==> config.mk <==
export PLATFORM = sky130hd
export DESIGN_NAME = mid_core
export DESIGN_NICKNAME = d
export VERILOG_FILES = /design/src/hw/mid_pkg.sv /design/src/hw/mid_alu_if.sv /design/src/hw/mid_alu.sv /design/src/hw/mid_stack.sv /design/src/hw/mid_core.sv
export SDC_FILE = /design/constraint.sdc
export NUM_CORES = 2
export LEC_CHECK = 0
export BUFFER_PORTS_ARGS = -buffer_cell sky130_fd_sc_hd__buf_2
export CAP_MARGIN = 40
export CORE_MARGIN = 4
export CORE_UTILIZATION = 40
export DETAILED_ROUTE_END_ITERATION = 16
export PLACE_DENSITY = 0.59
export SLEW_MARGIN = 20
export SYNTH_ARGS = -nofsm -noshare
export SYNTH_HDL_FRONTEND = slang
export SYNTH_HIERARCHICAL = 1
export SYNTH_SLANG_ARGS = --single-unit
==> constraint.sdc <==
create_clock -name pclk -period 5.01 [get_ports pclk]
set_input_delay 1.002 -clock pclk [delete_from_list [all_inputs] [get_ports pclk]]
set_output_delay 1.002 -clock pclk [all_outputs]
set_load 0.01 [all_outputs]
==> src/hw/mid_pkg.sv <==
// Purpose: shared constants and types of the instruction decoder core
// Assumes: 14-bit instruction words, 8-bit data, 128-byte file space
// Notes:   every encoding and address is named here once
package mid_pkg;
	// ****************************************************
	// widths and timing
	// ****************************************************
	localparam int PC_W    = 13;
	localparam int TGT_W   = 11;
	localparam int INSN_W  = 14;
	localparam int FADDR_W = 7;
	localparam int FILES   = 128;
	localparam int STACK_D = 8;
	localparam int OSC_PER_CYCLE = 4;  // oscillator periods per instruction cycle
	localparam logic [1:0] PHASE_LAST = 2'(OSC_PER_CYCLE - 1);
	// ****************************************************
	// file register map and status layout
	// ****************************************************
	localparam logic [6:0] F_TIMER  = 7'h01;
	localparam logic [6:0] F_STATUS = 7'h03;
	localparam logic [6:0] F_PORT   = 7'h06;
	localparam logic [6:0] F_PCLATH = 7'h0A;
	localparam logic [6:0] F_INTCON = 7'h0B;
	localparam int ST_C = 0, ST_DC = 1, ST_Z = 2, ST_PD = 3, ST_TO = 4, GIE_BIT = 7;
	localparam int PCLATH_LO = 3;
	localparam logic [7:0] STATUS_RST = 8'h18;
	// ****************************************************
	// instruction encodings
	// ****************************************************
	localparam logic [1:0] CL_BYTE = 2'h0, CL_BIT = 2'h1, CL_JUMP = 2'h2, CL_LIT = 2'h3;
	localparam logic [3:0] N_MOVWF = 4'h0, N_CLR = 4'h1, N_SUB = 4'h2, N_DEC = 4'h3;
	localparam logic [3:0] N_IOR = 4'h4, N_AND = 4'h5, N_XOR = 4'h6, N_ADD = 4'h7;
	localparam logic [3:0] N_MOVF = 4'h8, N_COM = 4'h9, N_INC = 4'hA, N_DECSZ = 4'hB;
	localparam logic [3:0] N_RRC = 4'hC, N_RLC = 4'hD, N_SWAP = 4'hE, N_INCSZ = 4'hF;
	localparam logic [1:0] B_CLR = 2'h0, B_SET = 2'h1, B_TSTC = 2'h2, B_TSTS = 2'h3;
	localparam logic [1:0] L_MOVE = 2'h0, L_RET = 2'h1;
	localparam logic [3:0] L_IOR = 4'h8, L_AND = 4'h9, L_XOR = 4'hA;
	localparam logic [2:0] L_SUB = 3'h6, L_ADD = 3'h7;
	localparam logic [13:0] OP_RETURN = 14'h0008, OP_INTERRUPT_RETURN = 14'h0009;
	localparam logic [13:0] OP_WATCHDOG_CLEAR_OP = 14'h0064, OP_SLEEP = 14'h0063;
	// ****************************************************
	// apb register map
	// ****************************************************
	localparam logic [7:0] A_CTRL = 8'h00, A_STATE = 8'h04, A_PORT = 8'h08;
	localparam int C_RUN = 0, C_PSA = 1, C_WAKE = 2;
	localparam logic [2:0] CTRL_RST = 3'h1;
	typedef enum logic [3:0] {
		MID_PASS_B, MID_PASS_A, MID_CLR, MID_ADD, MID_SUB, MID_AND, MID_OR, MID_XOR,
		MID_COM, MID_INC, MID_DEC, MID_RLC, MID_RRC, MID_SWAP, MID_BCLR, MID_BSET
	} mid_op_t;
endpackage

==> src/hw/mid_alu_if.sv <==
// Purpose: operand and result bundle between core and data path
// Assumes: purely combinational data path
// Notes:   none
`timescale 1ns/1ps
interface mid_alu_if;
	import mid_pkg::*;
	mid_op_t    op;
	logic [7:0] a;      // working register
	logic [7:0] b;      // file value or literal
	logic [2:0] bsel;
	logic       cin;
	logic [7:0] res;
	logic       c;
	logic       dc;
	modport alu (input op, a, b, bsel, cin, output res, c, dc);
	modport core (output op, a, b, bsel, cin, input res, c, dc);
endinterface

==> src/hw/mid_alu.sv <==
// Purpose: 8-bit data path for byte, bit and literal operations
// Assumes: carry is the inverse of borrow on subtraction
// Notes:   zero flag is formed by the caller from res
`timescale 1ns/1ps
module mid_alu import mid_pkg::*; (
	mid_alu_if.alu x
);
	logic [8:0] sum;
	logic [4:0] half;
	logic [7:0] mask;
	// ****************************************************
	// arithmetic and logic
	// ****************************************************
	// subtraction reuses the adder with an inverted a; carry means no borrow
	always_comb begin
		mask = 8'h01 << x.bsel;
		sum  = '0;
		half = '0;
		x.res = x.b;
		x.c   = x.cin;
		x.dc  = 1'b0;
		unique case (x.op)
			MID_PASS_B: x.res = x.b;
			MID_PASS_A: x.res = x.a;
			MID_CLR:    x.res = 8'h00;
			MID_ADD, MID_SUB: begin
				if (x.op == MID_ADD) begin
					sum  = {1'b0, x.b} + {1'b0, x.a};
					half = {1'b0, x.b[3:0]} + {1'b0, x.a[3:0]};
				end else begin
					sum  = {1'b0, x.b} + {1'b0, ~x.a} + 9'h001;
					half = {1'b0, x.b[3:0]} + {1'b0, ~x.a[3:0]} + 5'h01;
				end
				x.res = sum[7:0];
				x.c   = sum[8];
				x.dc  = half[4];
			end
			MID_AND:  x.res = x.a & x.b;
			MID_OR:   x.res = x.a | x.b;
			MID_XOR:  x.res = x.a ^ x.b;
			MID_COM:  x.res = ~x.b;
			MID_INC:  x.res = x.b + 8'h01;
			MID_DEC:  x.res = x.b - 8'h01;
			MID_RLC: begin
				x.res = {x.b[6:0], x.cin};  // carry fills the vacated bit
				x.c   = x.b[7];
			end
			MID_RRC: begin
				x.res = {x.cin, x.b[7:1]};
				x.c   = x.b[0];
			end
			MID_SWAP: x.res = {x.b[3:0], x.b[7:4]};
			MID_BCLR: x.res = x.b & ~mask;
			MID_BSET: x.res = x.b | mask;
		endcase
	end
endmodule // mid_alu

==> src/hw/mid_stack.sv <==
// Purpose: circular return address stack
// Assumes: push and pop never in the same cycle
// Notes:   overflow silently wraps, as on the real core
`timescale 1ns/1ps
module mid_stack import mid_pkg::*; #(
	parameter int DEPTH = STACK_D
) (
	input  wire logic            pclk,
	input  wire logic            presetn,
	input  wire logic            push,
	input  wire logic            pop,
	input  wire logic [PC_W-1:0] din,
	output logic      [PC_W-1:0] top
);
	logic [PC_W-1:0]          mem [DEPTH];
	logic [$clog2(DEPTH)-1:0] sp_r;
	// ****************************************************
	// pointer and storage
	// ****************************************************
	// sp_r points at the next free slot
	always_ff @(posedge pclk or negedge presetn) begin
		if (!presetn) begin
			sp_r <= '0;
		end else if (push) begin
			mem[sp_r] <= din;
			sp_r      <= sp_r + 1'b1;
		end else if (pop) begin
			sp_r <= sp_r - 1'b1;
		end
	end
	assign top = mem[sp_r - 1'b1];
endmodule // mid_stack

==> src/hw/mid_core.sv <==
// Purpose: decode and execute of 14-bit instructions, with apb control
// Assumes: prog_data is valid for the word at prog_addr by the cycle end
// Notes:   one instruction cycle is four pclk periods
//
// Summary of operation
// - or/and/xor with file, zero only
// - rotates through carry, carry only
// - inc/dec skip on zero, no flags
// - clear or set one file bit
// - bit test skips on clear or set
// - skip discards fetched word as no-op
// - branch or true test takes two cycles
// - port read-modify-write uses pin levels
// - timer write clears assigned prescaler
// - return, call, jump with 11-bit target
// - interrupt return pops and sets enable
// - return with literal loads accumulator
// - watchdog clear sets timeout and powerdown
// - standby entry, timeout set, powerdown cleared
// - literal or/and/xor, zero only
// - literal add/sub full flags, move none
// - destination bit picks accumulator or file
// - four periods per cycle, one cycle
//
// Design decisions made here: the register addresses and register access over APB.
`timescale 1ns/1ps
module mid_core import mid_pkg::*; #(
	parameter int AW = 8
) (
	input  wire logic              pclk,
	input  wire logic              presetn,
	input  wire logic              psel,
	input  wire logic              penable,
	input  wire logic              pwrite,
	input  wire logic [AW-1:0]     paddr,
	input  wire logic [31:0]       pwdata,
	output logic      [31:0]       prdata,
	output logic                   pready,
	output logic                   pslverr,
	output logic      [PC_W-1:0]   prog_addr,
	input  wire logic [INSN_W-1:0] prog_data,
	input  wire logic [7:0]        port_pins,
	output logic      [7:0]        port_latch,
	output logic                   prescaler_clear,
	output logic                   watchdog_clear,
	output logic                   standby,
	output logic                   gie
);
	mid_alu_if     ax ();
	logic [7:0]    fmem [FILES];
	logic [PC_W-1:0] pc_r;
	logic [INSN_W-1:0] ir_r;
	logic          flush_r;
	logic [1:0]    phase_r;
	logic [7:0]    w_r;
	logic [7:0]    status_r;
	logic [7:0]    status_nxt;
	logic [2:0]    ctrl_r;
	logic          sleep_r;
	logic [PC_W-1:0] stack_top;
	logic          exec;
	logic          kill;
	logic [6:0]    fa;
	logic [7:0]    fval;
	logic [1:0]    cls;
	logic [3:0]    nib;
	// decoded controls
	logic          wr_w, wr_f, upd_z, upd_c, upd_dc;
	logic          skip, jump, push, pop, set_gie, watchdog_clear_op, sleep_op;
	logic [PC_W-1:0] tgt;
	logic          acc_ok, is_wr, bad;

	// ****************************************************
	// sub-blocks
	// ****************************************************
	mid_alu u_alu (
		.x (ax.alu)
	);
	mid_stack #(.DEPTH(STACK_D)) u_stack (
		.pclk    (pclk),
		.presetn (presetn),
		.push    (exec && !kill && push),
		.pop     (exec && !kill && pop),
		.din     (pc_r),
		.top     (stack_top)
	);

	// ****************************************************
	// instruction cycle timing
	// ****************************************************
	// execute once per four pclk periods, only when running and awake
	always_ff @(posedge pclk or negedge presetn) begin
		if (!presetn) begin
			phase_r <= '0;
		end else begin
			phase_r <= phase_r + 2'h1;
		end
	end
	assign exec = (phase_r == PHASE_LAST) && ctrl_r[C_RUN] && !sleep_r;
	assign kill = flush_r;  // fetched word runs as a no-operation

	// ****************************************************
	// operand fetch
	// ****************************************************
	assign cls = ir_r[13:12];
	assign nib = ir_r[11:8];
	assign fa  = ir_r[6:0];
	// the port address returns pin levels, never the latch, so any
	// modify-and-write-back of the port writes the pins back
	always_comb begin
		unique case (fa)
			F_STATUS: fval = status_r;
			F_PORT:   fval = port_pins;
			default:  fval = fmem[fa];
		endcase
	end

	// ****************************************************
	// decode
	// ****************************************************
	always_comb begin
		ax.op   = MID_PASS_B;
		ax.a    = w_r;
		ax.b    = fval;
		ax.bsel = ir_r[9:7];
		ax.cin  = status_r[ST_C];
		wr_w = 1'b0;
		wr_f = 1'b0;
		upd_z = 1'b0;
		upd_c = 1'b0;
		upd_dc = 1'b0;
		skip = 1'b0;
		jump = 1'b0;
		push = 1'b0;
		pop = 1'b0;
		set_gie = 1'b0;
		watchdog_clear_op = 1'b0;
		sleep_op = 1'b0;
		tgt = {fmem[F_PCLATH][PCLATH_LO+1:PCLATH_LO], ir_r[TGT_W-1:0]};
		unique case (cls)
			CL_BYTE: begin
				wr_w = !ir_r[7];
				wr_f = ir_r[7];
				unique case (nib)
					N_MOVWF: begin
						wr_w = 1'b0;
						wr_f = ir_r[7];
						ax.op = MID_PASS_A;
						if (!ir_r[7]) begin
							if (ir_r == OP_RETURN) begin
								pop  = 1'b1;
								jump = 1'b1;
							end
							if (ir_r == OP_INTERRUPT_RETURN) begin
								pop     = 1'b1;
								jump    = 1'b1;
								set_gie = 1'b1;
							end
							watchdog_clear_op   = (ir_r == OP_WATCHDOG_CLEAR_OP);
							sleep_op = (ir_r == OP_SLEEP);
						end
					end
					N_CLR: begin
						ax.op = MID_CLR;
						upd_z = 1'b1;
					end
					N_SUB, N_ADD: begin
						ax.op  = (nib == N_ADD) ? MID_ADD : MID_SUB;
						upd_z  = 1'b1;
						upd_c  = 1'b1;
						upd_dc = 1'b1;
					end
					N_IOR, N_AND, N_XOR: begin
						ax.op = (nib == N_IOR) ? MID_OR :
							(nib == N_AND) ? MID_AND : MID_XOR;
						upd_z = 1'b1;
					end
					N_DEC, N_INC, N_MOVF, N_COM: begin
						ax.op = (nib == N_DEC) ? MID_DEC : (nib == N_INC) ? MID_INC :
							(nib == N_COM) ? MID_COM : MID_PASS_B;
						upd_z = 1'b1;
					end
					N_INCSZ, N_DECSZ: begin
						ax.op = (nib == N_INCSZ) ? MID_INC : MID_DEC;
						skip  = (ax.res == 8'h00);
					end
					N_RLC, N_RRC: begin
						ax.op = (nib == N_RLC) ? MID_RLC : MID_RRC;
						upd_c = 1'b1;
					end
					N_SWAP: ax.op = MID_SWAP;
				endcase
			end
			CL_BIT: begin
				unique case (nib[3:2])
					B_CLR: begin
						ax.op = MID_BCLR;
						wr_f  = 1'b1;
					end
					B_SET: begin
						ax.op = MID_BSET;
						wr_f  = 1'b1;
					end
					B_TSTC: skip = !fval[ir_r[9:7]];
					B_TSTS: skip = fval[ir_r[9:7]];
				endcase
			end
			CL_JUMP: begin
				jump = 1'b1;
				push = !ir_r[11];
			end
			CL_LIT: begin
				ax.b = ir_r[7:0];
				wr_w = 1'b1;
				if (nib[3:2] == L_MOVE) begin
					ax.op = MID_PASS_B;
				end else if (nib[3:2] == L_RET) begin
					ax.op = MID_PASS_B;
					pop   = 1'b1;
					jump  = 1'b1;
				end else if (nib == L_IOR || nib == L_AND || nib == L_XOR) begin
					ax.op = (nib == L_IOR) ? MID_OR :
						(nib == L_AND) ? MID_AND : MID_XOR;
					upd_z = 1'b1;
				end else if (nib[3:1] == L_SUB || nib[3:1] == L_ADD) begin
					ax.op  = (nib[3:1] == L_ADD) ? MID_ADD : MID_SUB;
					upd_z  = 1'b1;
					upd_c  = 1'b1;
					upd_dc = 1'b1;
				end else begin
					wr_w = 1'b0;  // unused literal code runs as no-op
				end
			end
		endcase
		if (pop) begin
			tgt = stack_top;
		end
	end

	// ****************************************************
	// program counter and fetch pipeline
	// ****************************************************
	// the next word is always fetched while the current one executes; a
	// jump or a taken skip marks that word dead so it costs one extra cycle
	always_ff @(posedge pclk or negedge presetn) begin
		if (!presetn) begin
			pc_r    <= '0;
			ir_r    <= '0;
			flush_r <= 1'b1;
		end else if (exec) begin
			ir_r <= prog_data;
			if (!kill && jump) begin
				pc_r    <= tgt;
				flush_r <= 1'b1;
			end else begin
				pc_r    <= pc_r + 1'b1;
				flush_r <= !kill && skip;
			end
		end
	end
	assign prog_addr = pc_r;

	// ****************************************************
	// working register
	// ****************************************************
	always_ff @(posedge pclk or negedge presetn) begin
		if (!presetn) begin
			w_r <= 8'h00;
		end else if (exec && !kill && wr_w) begin
			w_r <= ax.res;
		end
	end

	// ****************************************************
	// status register
	// ****************************************************
	// a direct write lands first, flag updates of the same op then win;
	// timeout and powerdown are never software writable
	always_comb begin
		status_nxt = status_r;
		if (wr_f && fa == F_STATUS) begin
			status_nxt = {ax.res[7:5], status_r[ST_TO:ST_PD], ax.res[2:0]};
		end
		if (upd_z) begin
			status_nxt[ST_Z] = (ax.res == 8'h00);
		end
		if (upd_c) begin
			status_nxt[ST_C] = ax.c;
		end
		if (upd_dc) begin
			status_nxt[ST_DC] = ax.dc;
		end
		if (watchdog_clear_op) begin
			status_nxt[ST_TO] = 1'b1;
			status_nxt[ST_PD] = 1'b1;
		end
		if (sleep_op) begin
			status_nxt[ST_TO] = 1'b1;
			status_nxt[ST_PD] = 1'b0;
		end
	end
	always_ff @(posedge pclk or negedge presetn) begin
		if (!presetn) begin
			status_r <= STATUS_RST;
		end else if (exec && !kill) begin
			status_r <= status_nxt;
		end
	end

	// ****************************************************
	// file registers and port latch
	// ****************************************************
	always_ff @(posedge pclk or negedge presetn) begin
		if (!presetn) begin
			for (int i = 0; i < FILES; i++) begin
				fmem[i] <= 8'h00;
			end
		end else if (exec && !kill) begin
			if (wr_f && fa != F_STATUS && fa != F_PORT) begin
				fmem[fa] <= ax.res;
			end
			if (set_gie) begin
				fmem[F_INTCON][GIE_BIT] <= 1'b1;
			end
		end
	end
	assign gie = fmem[F_INTCON][GIE_BIT];
	always_ff @(posedge pclk or negedge presetn) begin
		if (!presetn) begin
			port_latch <= 8'h00;
		end else if (exec && !kill && wr_f && fa == F_PORT) begin
			port_latch <= ax.res;
		end
	end

	// ****************************************************
	// side effects: prescaler, watchdog, standby
	// ****************************************************
	// one-pclk pulses so the timer and watchdog logic see a clean event
	always_ff @(posedge pclk or negedge presetn) begin
		if (!presetn) begin
			prescaler_clear <= 1'b0;
			watchdog_clear  <= 1'b0;
		end else begin
			prescaler_clear <= exec && !kill && wr_f && fa == F_TIMER
				&& ctrl_r[C_PSA];
			watchdog_clear <= exec && !kill && watchdog_clear_op;
		end
	end
	// standby is left only by a software wake through ctrl
	always_ff @(posedge pclk or negedge presetn) begin
		if (!presetn) begin
			sleep_r <= 1'b0;
		end else if (exec && !kill && sleep_op) begin
			sleep_r <= 1'b1;
		end else if (acc_ok && is_wr && paddr == A_CTRL && pwdata[C_WAKE]) begin
			sleep_r <= 1'b0;
		end
	end
	assign standby = sleep_r;

	// ****************************************************
	// apb slave
	// ****************************************************
	// zero wait states; read data is captured in the setup cycle
	assign acc_ok  = psel && penable;
	assign is_wr   = pwrite;
	assign bad     = !(paddr == A_CTRL || paddr == A_STATE || paddr == A_PORT);
	assign pready  = 1'b1;
	assign pslverr = acc_ok && bad;
	always_ff @(posedge pclk or negedge presetn) begin
		if (!presetn) begin
			ctrl_r <= CTRL_RST;
		end else if (acc_ok && is_wr && paddr == A_CTRL) begin
			ctrl_r <= {1'b0, pwdata[C_PSA:C_RUN]};  // wake bit is write-only
		end
	end
	always_ff @(posedge pclk or negedge presetn) begin
		if (!presetn) begin
			prdata <= '0;
		end else if (psel && !penable && !pwrite) begin
			unique case (paddr)
				A_CTRL:  prdata <= {29'h0, sleep_r, ctrl_r[C_PSA:C_RUN]};
				A_STATE: prdata <= {3'h0, pc_r, w_r, status_r};
				A_PORT:  prdata <= {16'h0, port_latch, port_pins};
				default: prdata <= '0;
			endcase
		end
	end
endmodule // mid_core

==> run metrics <==
most frequent cells in the layout=dfrtp_1, mux2_2, buf_4; CTS tree=yes; Worst Path Arrival=6.46 ns; Initial Util=0.402; clock slew at reported path FFs=0.06 ns; Required @ worst endpoint=5.72 ns; routing usage on met2=0.367; vias in the first global route=39,722; area share of the largest cell type after synthesis=0.475; Crit Path Class=flip-flop to flip-flop; Die W=391 um; Routed WL per cell=27.5 um; failing checks=setup timing; Clock Tree Root=clkbuf_16; Cells after Synth=4,272; Hold Path Class=input port to asynchronous set/reset pin; post-synthesis async set-or-reset flop share=0.915; crit path launch=ir_r[0]$_DFFE_PN0P_; Seq/Total Area, Yosys=0.529; Setup Skew=0.0341 ns; count of final setup violators=902; top cells by area, synth=dfrtp_1, mux2_2, mux4_2, edfxtp_1, mux2i_1; outcome=finished with violations; Slew headroom=0.339; fin crit period=5.75 ns; placer congestion estimate=0.945; final slew viol count=0; pre-CTS setup slack=-1.24 ns; cts-stage hold buffer count=0; Max rail drop VDD=0.245 mV; # port buffers=92; Placeable Area=146,000 um^2; DRC=0; Nets=4,824; endpoint class of the critical path=flip-flop; Design Power=20.5 mW; placed cells=6,434; Antenna Nets Post-Route=0; GR peak layer=met2; Post-Syn Area=58,600 um^2; Global Route Usage Sum=0.237; Max Root-Sink Buffers=3; crit path launch type=flip-flop; Final WS setup=-0.744 ns; largest net degree at the start of global routing=169; Ports=126; fraction of layout cells with a size suffix above 1=0.472; Tcrit/Tclk final=1.15; Total Routed Length=186,000 um; commonest non-fill, non-tap cell in the layout=dfrtp_1; chip height=391 um; Util after Layout=0.484; Reg-to-Reg End=flush_r$_DFFE_PN1P_; predominant post-synthesis flop cell=dfrtp_1; Clock Latency Late Sink=0.77 ns; yosys warns=6; Syn-to-layout area delta=20.2%; Avg Synthesized Cell Area=13.7 um^2; total congestion overflow=0; TritonCTS Sinks=1,218; RSZ-0062 raised after global routing=yes; worst-margin pin slew=0.991 ns; total CTS buffers=136; met1 Use GR=0.332; First DRT Iteration DRCs=3,588; H-tree Lvls=4; Leak=30.0 nW; Finished Layout Cells=6,746; DP HPWL=125,000 um; global routing usage on met3=0.0474; TritonRoute pass-1 iters=6; Final Hold Viols=0; post-synth top area cell=dfrtp_1; Yosys cell types=112; max_cap viols=0; Post-synth EDFFs=104; worst hold slack=0.166 ns; initial antenna violation count=7; PwrDens=291 nW/um^2; worst reg2reg path depth=27; drt via density=5.86; Yosys reg bits=1,218; Max FO, Critical Path=9; Cell Rows=140; fmax=174 MHz; total number of vias=39,517; reg-to-reg startpoint=ir_r[0]$_DFFE_PN0P_; flop-to-flop setup slack=-0.74 ns; Die ar.=153,000 um^2; first-pass GRT wire length=271,000 um
## metrics by stage
stage	cell area, um^2	setup TNS [ns]
5_1_grt	70400	-479.95
3_5_place_dp	64400	-750.86
4_1_cts	69500	-345.78
3_3_place_gp	64100	-737.25
6_report	70400	-375.11
2_1_floorplan	58700	0
## where the power goes
group	leakage, nW	switching [mW]	internal [mW]
sequential	14.2	0.00805	9.96
combinational	13.6	0.402	0.135
clock	2.18	4.08	5.90
total	30.0	4.49	16.0
## synthesized netlist by cell type (11+ instances only)
library cell	count
o211ai_1	13
buf_2	58
buf_4	24
buf_6	30
and3_1	16
a22oi_1	45
nand4_1	18
o21ai_0	54
mux4_1	16
dfrtp_1	1111
or3_1	12
mux2_2	1051
nand3_1	135
a22o_1	17
buf_1	12
a31oi_1	17
nand2_1	231
edfxtp_1	104
inv_1	33
mux4_2	195
a221oi_1	32
a21oi_1	96
and4_1	15
nor2_1	164
nand2b_1	19
mux2i_1	157
nor3_1	40
o221ai_1	12
o22ai_1	32
clkbuf_1	225
nor2b_1	22
nor4_1	11
a211oi_1	15
ha_1	26
## worst max-delay path, cell delays in order (launching register included)
cell and delay, ns:
dfrtp_4 0.44, buf_12 0.19, buf_16 0.17, buf_12 0.14
buf_4 0.11, mux4_1 0.53, mux2i_1 0.17, o221ai_1 0.15
buf_4 0.20, or4_4 0.43, nor3_2 0.20, o31ai_2 0.11
buf_4 0.18, buf_4 0.18, ha_1 0.21, o211ai_1 0.23
a311o_1 0.26, buf_4 0.12, a21oi_1 0.06, o32ai_1 0.29
buf_4 0.17, nand3_4 0.07, or4_4 0.54, nor2_4 0.15
a31oi_1 0.10, nor2_1 0.17, a2111oi_2 0.05, nand2_1 0.08
## logic make-up (layout without fill, tap and decap cells)
logic type               count (synthesis)  in the layout  share of synthesized area
multiplexers                          1420           1420                      0.311
flip-flops                            1218           1218                      0.529
AND/OR/NAND/NOR                        760            760                     0.0650
AO/OA/AOI/OAI                          442            442                     0.0535
buffers and inverters                  388            941                     0.0320
adder cells (fa/ha/maj)                 28             28                    0.00624
XOR/XNOR                                14             14                    0.00235
other                                    2              6                   0.000128
## worst max path at each step
stage	to	slack (ns)	depth (start not counted)
after floorplan	flush_r$_DFFE_PN1P_	0.001	25
after global placement	flush_r$_DFFE_PN1P_	-1.18	23
after detailed placement	flush_r$_DFFE_PN1P_	-1.24	23
after CTS	flush_r$_DFFE_PN1P_	-0.71	26
after global routing	flush_r$_DFFE_PN1P_	-0.89	24
final	flush_r$_DFFE_PN1P_	-0.74	27
## per-layer routing
metal | vias to the layer above | share of wire
met5 | - | 0.00015
met4 | 4 | 0.038
met3 | 343 | 0.068
met2 | 1351 | 0.46
met1 | 20938 | 0.44
li1 | 16881 | -
## state kept, by name (all words and copies together) (netlist names), 3 cells and up
signal / count
u_stack/mem: 104
fmem: 1023
status_r: 7
u_stack/sp_r: 3
prog_addr: 13
port_latch: 8
ax.a: 8
ir_r: 14
prdata: 29
## what timing repair did
action | in CTS | in global routing
resized for setup | 85 | 69
gates cloned | 1 | 13
pin swaps | 41 | 28
endpoints found under the setup margin | 1031 | 981
buffers inserted | 26 | 30
## layout make-up
class                      instances  area [um^2]
antenna                            2         5.00
timing repair buffer             668         6000
sequential                      1218        31000
tap                             1917         2400
fill                           12634        75200
clock buffer                     196         3920
multi-input combinational       2668        26400
clock inverter                    40          484
inverter                          37          144
No activity file was read; power rests on OpenSTA's default activity.
